--- src/sild_pkg.sv ---
// sild_pkg: constants for the ten-output serial-in latched driver
// assumes a single 50 MHz system clock
package sild_pkg;
   localparam int          SILD_WIDTH      = 10;
   localparam int          SILD_CLK_NS     = 20;
   localparam int          SILD_STB_GAP_NS = 300;
   localparam int          SILD_STB_GAP_CY = (SILD_STB_GAP_NS + SILD_CLK_NS - 1) / SILD_CLK_NS;
   localparam logic [9:0]  SILD_ZERO       = 10'h000;
   localparam logic [9:0]  SILD_ONES       = 10'h3ff;
   localparam logic        SILD_BIT_RST    = 1'b0;
   localparam logic        SILD_DRV_OFF    = 1'b0;
   localparam logic        SILD_DRV_ON     = 1'b1;
endpackage : sild_pkg

--- src/sild_driver.sv ---
// sild_driver: ten-stage shift register, level latch, blanking override
// assumes pin inputs are asynchronous to CLK_SYS; edges are found after sync
//
// Operation
// - ten shift stages, ten latches, ten outputs
// - first stage takes data on clock rise
// - later rises move stages toward serial out
// - last stage drives serial data output
// - latches follow stages while strobe high
// - blanking high forces every SRC_ON low and every SINK_ON high
// - blanking never disturbs latch contents
// - unblanked output follows its latch bit
`timescale 1ns/10ps
module sild_driver
   import sild_pkg::*;
(
   input  wire logic                  CLK_SYS,
   input  wire logic                  RESET_N,
   input  wire logic                  SER_DATA_IN,
   input  wire logic                  SHIFT_CLK,
   input  wire logic                  STROBE,
   input  wire logic                  BLANKING,
   output logic                       SER_DATA_OUT,
   output logic [SILD_WIDTH-1:0]      SRC_ON,
   output logic [SILD_WIDTH-1:0]      SINK_ON
);

////////////////////////////////////////////////////////////////////////
   // pin synchronisers, two flops each before any logic reads a pin
   logic data_s;
   logic clk_s;
   logic strobe_s;
   logic blank_s;
   logic clk_prev_q;
   logic clk_prev_d;
   logic clk_rise;

   sild_sync u_sync_data
   (
      .clk   (CLK_SYS),
      .rst_n (RESET_N),
      .pin   (SER_DATA_IN),
      .level (data_s)
   );

   sild_sync u_sync_clk
   (
      .clk   (CLK_SYS),
      .rst_n (RESET_N),
      .pin   (SHIFT_CLK),
      .level (clk_s)
   );

   sild_sync u_sync_strobe
   (
      .clk   (CLK_SYS),
      .rst_n (RESET_N),
      .pin   (STROBE),
      .level (strobe_s)
   );

   sild_sync u_sync_blank
   (
      .clk   (CLK_SYS),
      .rst_n (RESET_N),
      .pin   (BLANKING),
      .level (blank_s)
   );

   // rise of the synced shift clock; prev resets to the idle level
   always_comb
   begin
      clk_prev_d = clk_s;
      clk_rise   = clk_s & ~clk_prev_q;
   end

   always_ff @(posedge CLK_SYS)
   begin
      if (!RESET_N)
         clk_prev_q <= SILD_BIT_RST;
      else
         clk_prev_q <= clk_prev_d;
   end

////////////////////////////////////////////////////////////////////////
   // shift register and latch
   logic [SILD_WIDTH-1:0] shift_q;
   logic [SILD_WIDTH-1:0] shift_d;
   logic [SILD_WIDTH-1:0] latch_q;
   logic [SILD_WIDTH-1:0] latch_d;

   always_comb
   begin
      shift_d = shift_q;
      if (clk_rise)
         shift_d = {shift_q[SILD_WIDTH-2:0], data_s};
      latch_d = latch_q;
      if (strobe_s)
         latch_d = shift_q;
   end

   always_ff @(posedge CLK_SYS)
   begin
      if (!RESET_N)
      begin
         shift_q <= SILD_ZERO;
         latch_q <= SILD_ZERO;
      end
      else
      begin
         shift_q <= shift_d;
         latch_q <= latch_d;
      end
   end

////////////////////////////////////////////////////////////////////////
   // serial out and one registered drive cell per output
   logic                       sdo_q;
   logic                       sdo_d;
   wire logic [SILD_WIDTH-1:0] src_w;
   wire logic [SILD_WIDTH-1:0] sink_w;

   always_comb
   begin
      sdo_d = shift_q[SILD_WIDTH-1];
   end

   always_ff @(posedge CLK_SYS)
   begin
      if (!RESET_N)
         sdo_q <= SILD_BIT_RST;
      else
         sdo_q <= sdo_d;
   end

   for (genvar i = 0; i < SILD_WIDTH; i++)
   begin : g_drive
      sild_out_cell u_cell
      (
         .clk   (CLK_SYS),
         .rst_n (RESET_N),
         .held  (latch_q[i]),
         .blank (blank_s),
         .src   (src_w[i]),
         .sink  (sink_w[i])
      );
   end

   always_comb
   begin
      SER_DATA_OUT = sdo_q;
      SRC_ON       = src_w;
      SINK_ON      = sink_w;
   end

endmodule // sild_driver

////////////////////////////////////////////////////////////////////////
// sild_sync: two-flop synchroniser for one asynchronous pin
module sild_sync
   import sild_pkg::*;
#(
   parameter logic RST_VAL = SILD_BIT_RST
)
(
   input  wire logic clk,
   input  wire logic rst_n,
   input  wire logic pin,
   output logic      level
);

   logic meta_q;
   logic meta_d;
   logic sync_q;
   logic sync_d;

   always_comb
   begin
      meta_d = pin;
      sync_d = meta_q;
   end

   always_ff @(posedge clk)
   begin
      if (!rst_n)
      begin
         meta_q <= RST_VAL;
         sync_q <= RST_VAL;
      end
      else
      begin
         meta_q <= meta_d;
         sync_q <= sync_d;
      end
   end

   // only the second flop is seen outside
   always_comb
   begin
      level = sync_q;
   end

endmodule // sild_sync

////////////////////////////////////////////////////////////////////////
// sild_out_cell: source and sink enable of one output, from flops
module sild_out_cell
   import sild_pkg::*;
(
   input  wire logic clk,
   input  wire logic rst_n,
   input  wire logic held,
   input  wire logic blank,
   output logic      src,
   output logic      sink
);

   logic src_q;
   logic src_d;
   logic sink_q;
   logic sink_d;

   // source and sink never on together
   always_comb
   begin
      if (blank)
      begin
         src_d  = SILD_DRV_OFF;
         sink_d = SILD_DRV_ON;
      end
      else
      begin
         src_d  = held;
         sink_d = ~held;
      end
   end

   always_ff @(posedge clk)
   begin
      if (!rst_n)
      begin
         src_q  <= SILD_DRV_OFF;
         sink_q <= SILD_DRV_ON;
      end
      else
      begin
         src_q  <= src_d;
         sink_q <= sink_d;
      end
   end

   always_comb
   begin
      src  = src_q;
      sink = sink_q;
   end

endmodule // sild_out_cell

--- config.mk ---
export PLATFORM = sky130hd
export DESIGN_NAME = sild_driver
export DESIGN_NICKNAME = d
export VERILOG_FILES = /design/src/sild_pkg.sv /design/src/sild_driver.sv
export SDC_FILE = /design/constraint.sdc
export NUM_CORES = 1
export LEC_CHECK = 0
export BUFFER_PORTS_ARGS = -buffer_cell sky130_fd_sc_hd__buf_2
export CAP_MARGIN = 30
export CORE_MARGIN = 10
export CORE_UTILIZATION = 25
export CTS_BUF_LIST = sky130_fd_sc_hd__clkbuf_8 sky130_fd_sc_hd__clkbuf_16
export DETAILED_ROUTE_END_ITERATION = 8
export SYNTH_ARGS = -nofsm -noshare
export SYNTH_HDL_FRONTEND = slang
export SYNTH_SLANG_ARGS = --single-unit
--- constraint.sdc ---
create_clock -name CLK_SYS -period 0.9 [get_ports CLK_SYS]
set_input_delay 0.18 -clock CLK_SYS [delete_from_list [all_inputs] [get_ports CLK_SYS]]
set_output_delay 0.18 -clock CLK_SYS [all_outputs]
set_load 0.005 [all_outputs]
==> run_results.csv <==
group,metric,value,unit
worst_setup_path,crit_family,"flip-flops",
worst_setup_path,worstReg2RegEnd,"g_drive[0].u_cell.src",
sta,max_slew_margin,0.872,
clock_tree,clk_pin_slew,0.09,ns
hold_path,hold_path_class,"primary input to flip-flop",
route,postRouteAntennaNets,0,
grt,grt_pass1_wl,4150,um
floorplanning,die_area,10400,um2
worst_setup_path,cp.depth,1,
sta,min_period_over_period,1.02,
placement,hpwl,1720,um
synth,netlist_instances,150,
grt,grt_usage,0.0533,
worst_setup_path,critPathRequiredTime,0.72,ns
synth,yosys_warnings,0,
synth,syn-mean-instance-area,11.2,um2
finish,num-fill-cells,666,
floorplanning,ios,27,
floorplanning,die_w,102,um
grt,grt_max_degree,24,
synth,synth.top_cell.area_share,0.598,
finish,final_area,1970,um2
synth,ys_types,12,
worst_setup_path,crit_path_end_kind,"output pin",
clock_tree,clock_sinks,50,
outcome,status,"finished, violations left",
worst_setup_path,reg2reg_depth,3,
grt,met1_usage,0.0599,
worst_setup_path,crit_chain,"buf_6",
power_and_ir_drop,ir_drop,1050,uV
finish,area_growth,17.6,%
synth,syn_area,1670,um2
synth,yosysSeqAreaShare,0.598,
worst_setup_path,crit_buf_inv,1,
worst_setup_path,r2r_start,"u_sync_blank.level",
grt,busiest_layer,"met2",
worst_setup_path,crit_start,"g_drive[5].u_cell.sink",
sta,tns,-0.0681,ns
placement,place_area,1770,um2
worst_setup_path,path_max_fanout,1,
grt,grt_use_met3,0.0243,
route,route.detailed.drc,0,
route,vias_per_cell,3.72,
sta,tightest_slew,0.192,ns
grt,grt_pass1_vias,911,
worst_setup_path,r2r_slack,0.01,ns
run,max-cap-violations,0,
sta,fin_crit,0.916,ns
clock_tree,cts-root-buf,"clkbuf_8",
sta,fin_worst_skew,0.00846,ns
synth,syn_nets,156,
floorplanning,rows,29,
finish,stdcell_count,241,
clock_tree,cts_hold_buf,0,
sta,fin_hold_ws,0.0793,ns
route,wl,2430,um
worst_setup_path,worstSetupEndpoint,"SINK_ON[5]",
placement,gp_congestion,0.647,
floorplanning,die_y,102,um
sta,fmax,1.09,GHz
synth,synth_top_cell_by_area,"dfxtp_1",
floorplanning,initial_core_util,0.261,
worst_setup_path,worstSetupPathType,"flip-flop to output pin",
finish,final_util,0.307,
clock_tree,h-tree-depth,2,
sta,rsz0062_at_grt,"yes",
finish,n_antenna_cell,0,
route,dr.pass1.iters,4,
sta,finalHoldViolCount,0,
route,wl_per_cell,10.1,um
grt,grt_util_met2,0.0785,
clock_tree,cts_buffer_depth,2,
finish,final_layout_size_suffix_gt1_frac,0.366,
sta,final_max_slew_viol_count,0,
route,vias,896,
grt,grt_antenna_before_repair,0,
clock_tree,cts_buffers,5,
power_and_ir_drop,p_per_area,1880,nW/um2
sta,setup_ws,-0.0162,ns
clock_tree,cts_setup_buffers,0,
worst_setup_path,start_kind,"flip-flop",
clock_tree,clkLatencyLatePin,0.30,ns
grt,overflow,0,
placement,portBuffers,26,
placement,placed_cells,233,
floorplanning,coreArea,6420,um2
worst_setup_path,worst_path_largest_cell_delay,0.33,ns
power_and_ir_drop,p_leak,0.772,nW
clock_tree,cts_tree,"built",
route,drtIter0Drc,28,
outcome,violations,"negative setup slack",
synth,ys_seq_elements,50,
finish,nets,169,
sta,setup_violations,13,
worst_setup_path,worst_path_max_delay_cell,"dfxtp_2",
synth,synth_area_leaders,"dfxtp_1, mux2i_1, buf_4",
worst_setup_path,arrival,0.74,ns
## stage by stage
stage               setup slack [ns]  power, mW
finish                       -0.0162       3.69
global route                 -0.0505       3.86
CTS                          -0.0318       3.74
detailed placement          -0.00162       2.40
global placement              0.0129       2.40
floorplan                     0.0593       2.36
## final cells by class
type                            count  area [um2]  area share
Sequential cell                    50        1010       0.514
Clock buffer                        6        82.6      0.0419
Timing Repair Buffer               33         254       0.129
Clock inverter                      2        12.5     0.00635
Multi-Input combinational cell     72         508       0.258
Tap cell                           77        96.3      0.0489
Inverter                            1        3.75     0.00191
## per-layer routing
layer | vias up | wire (um)
met1 | 391 | 1200
met4 | 0 | 61
met2 | 22 | 1030
li1 | 477 | -
met5 | - | 0
met3 | 6 | 140
## cell families (layout without fill, tap and decap cells)
| group | Yosys count | in the layout | share of synthesized area |
|---|---|---|---|
| buf+inv | 28 | 42 | 0.117 |
| flops | 50 | 50 | 0.598 |
| mux | 20 | 20 | 0.120 |
| simple gates | 52 | 52 | 0.165 |
## what timing repair did
item	4_1_cts	5_1_grt
pin swaps	0	1
gates resized for setup	2	29
setup endpoints to repair	26	48
## Yosys cell counts (all sizes together)
| library cell | number |
|---|---|
| dfxtp | 50 |
| and2 | 19 |
| mux2i | 20 |
| nor2b | 11 |
| and2b | 1 |
| inv | 1 |
| buf | 26 |
| clkbuf | 1 |
| nand2 | 21 |
## sequential cells by signal (all words and copies together) (netlist names)
name and count:
SER_DATA_OUT 1, latch_q 10, u_sync_clk.meta_q 1, u_sync_strobe.meta_q 1, g_drive.u_cell.sink 10, u_sync_data.level 1, u_sync_strobe.level 1, u_sync_data.meta_q 1
u_sync_blank.level 1, shift_q 10, u_sync_blank.meta_q 1, clk_prev_q 1, u_sync_clk.level 1, g_drive.u_cell.src 10
## report_power, final
part,total (mW),leakage [nW],internal (mW),switching [mW]
combinational,0.127,0.312,0.0684,0.0589
sequential,2.23,0.407,2.23,0.00562
clock,1.33,0.0530,0.624,0.708
total,3.69,0.772,2.92,0.772
## worst min path at each step
stage	start	endpoint	slack (ns)	cells after the start
after floorplan	BLANKING	u_sync_blank.meta_q	0.31	1
after global placement	latch_q[5]	g_drive[5].u_cell.sink	0.38	1
after detailed placement	latch_q[1]	g_drive[1].u_cell.sink	0.38	1
after CTS	SER_DATA_IN	u_sync_data.meta_q	0.07	2
after global routing	SER_DATA_IN	u_sync_data.meta_q	0.08	2
final	SER_DATA_IN	u_sync_data.meta_q	0.08	2
## placed cells by master (no fill, tap or decap)
| cell | Yosys | layout |
|---|---|---|
| mux2i_1 | 20 | 19 |
| dfxtp_2 | 0 | 9 |
| mux2i_2 | 0 | 1 |
| buf_12 | 0 | 1 |
| and2_4 | 0 | 9 |
| buf_2 | 4 | 19 |
| buf_6 | 1 | 11 |
| inv_1 | 1 | 2 |
| and2_1 | 19 | 10 |
| nand2_1 | 21 | 21 |
| buf_4 | 21 | 2 |
| inv_6 | 0 | 1 |
| nor2b_1 | 10 | 10 |
| clkbuf_8 | 0 | 6 |
| and2b_1 | 1 | 1 |
| nor2b_4 | 0 | 1 |
| dfxtp_1 | 50 | 41 |
Power figures use the tool's default switching activity.
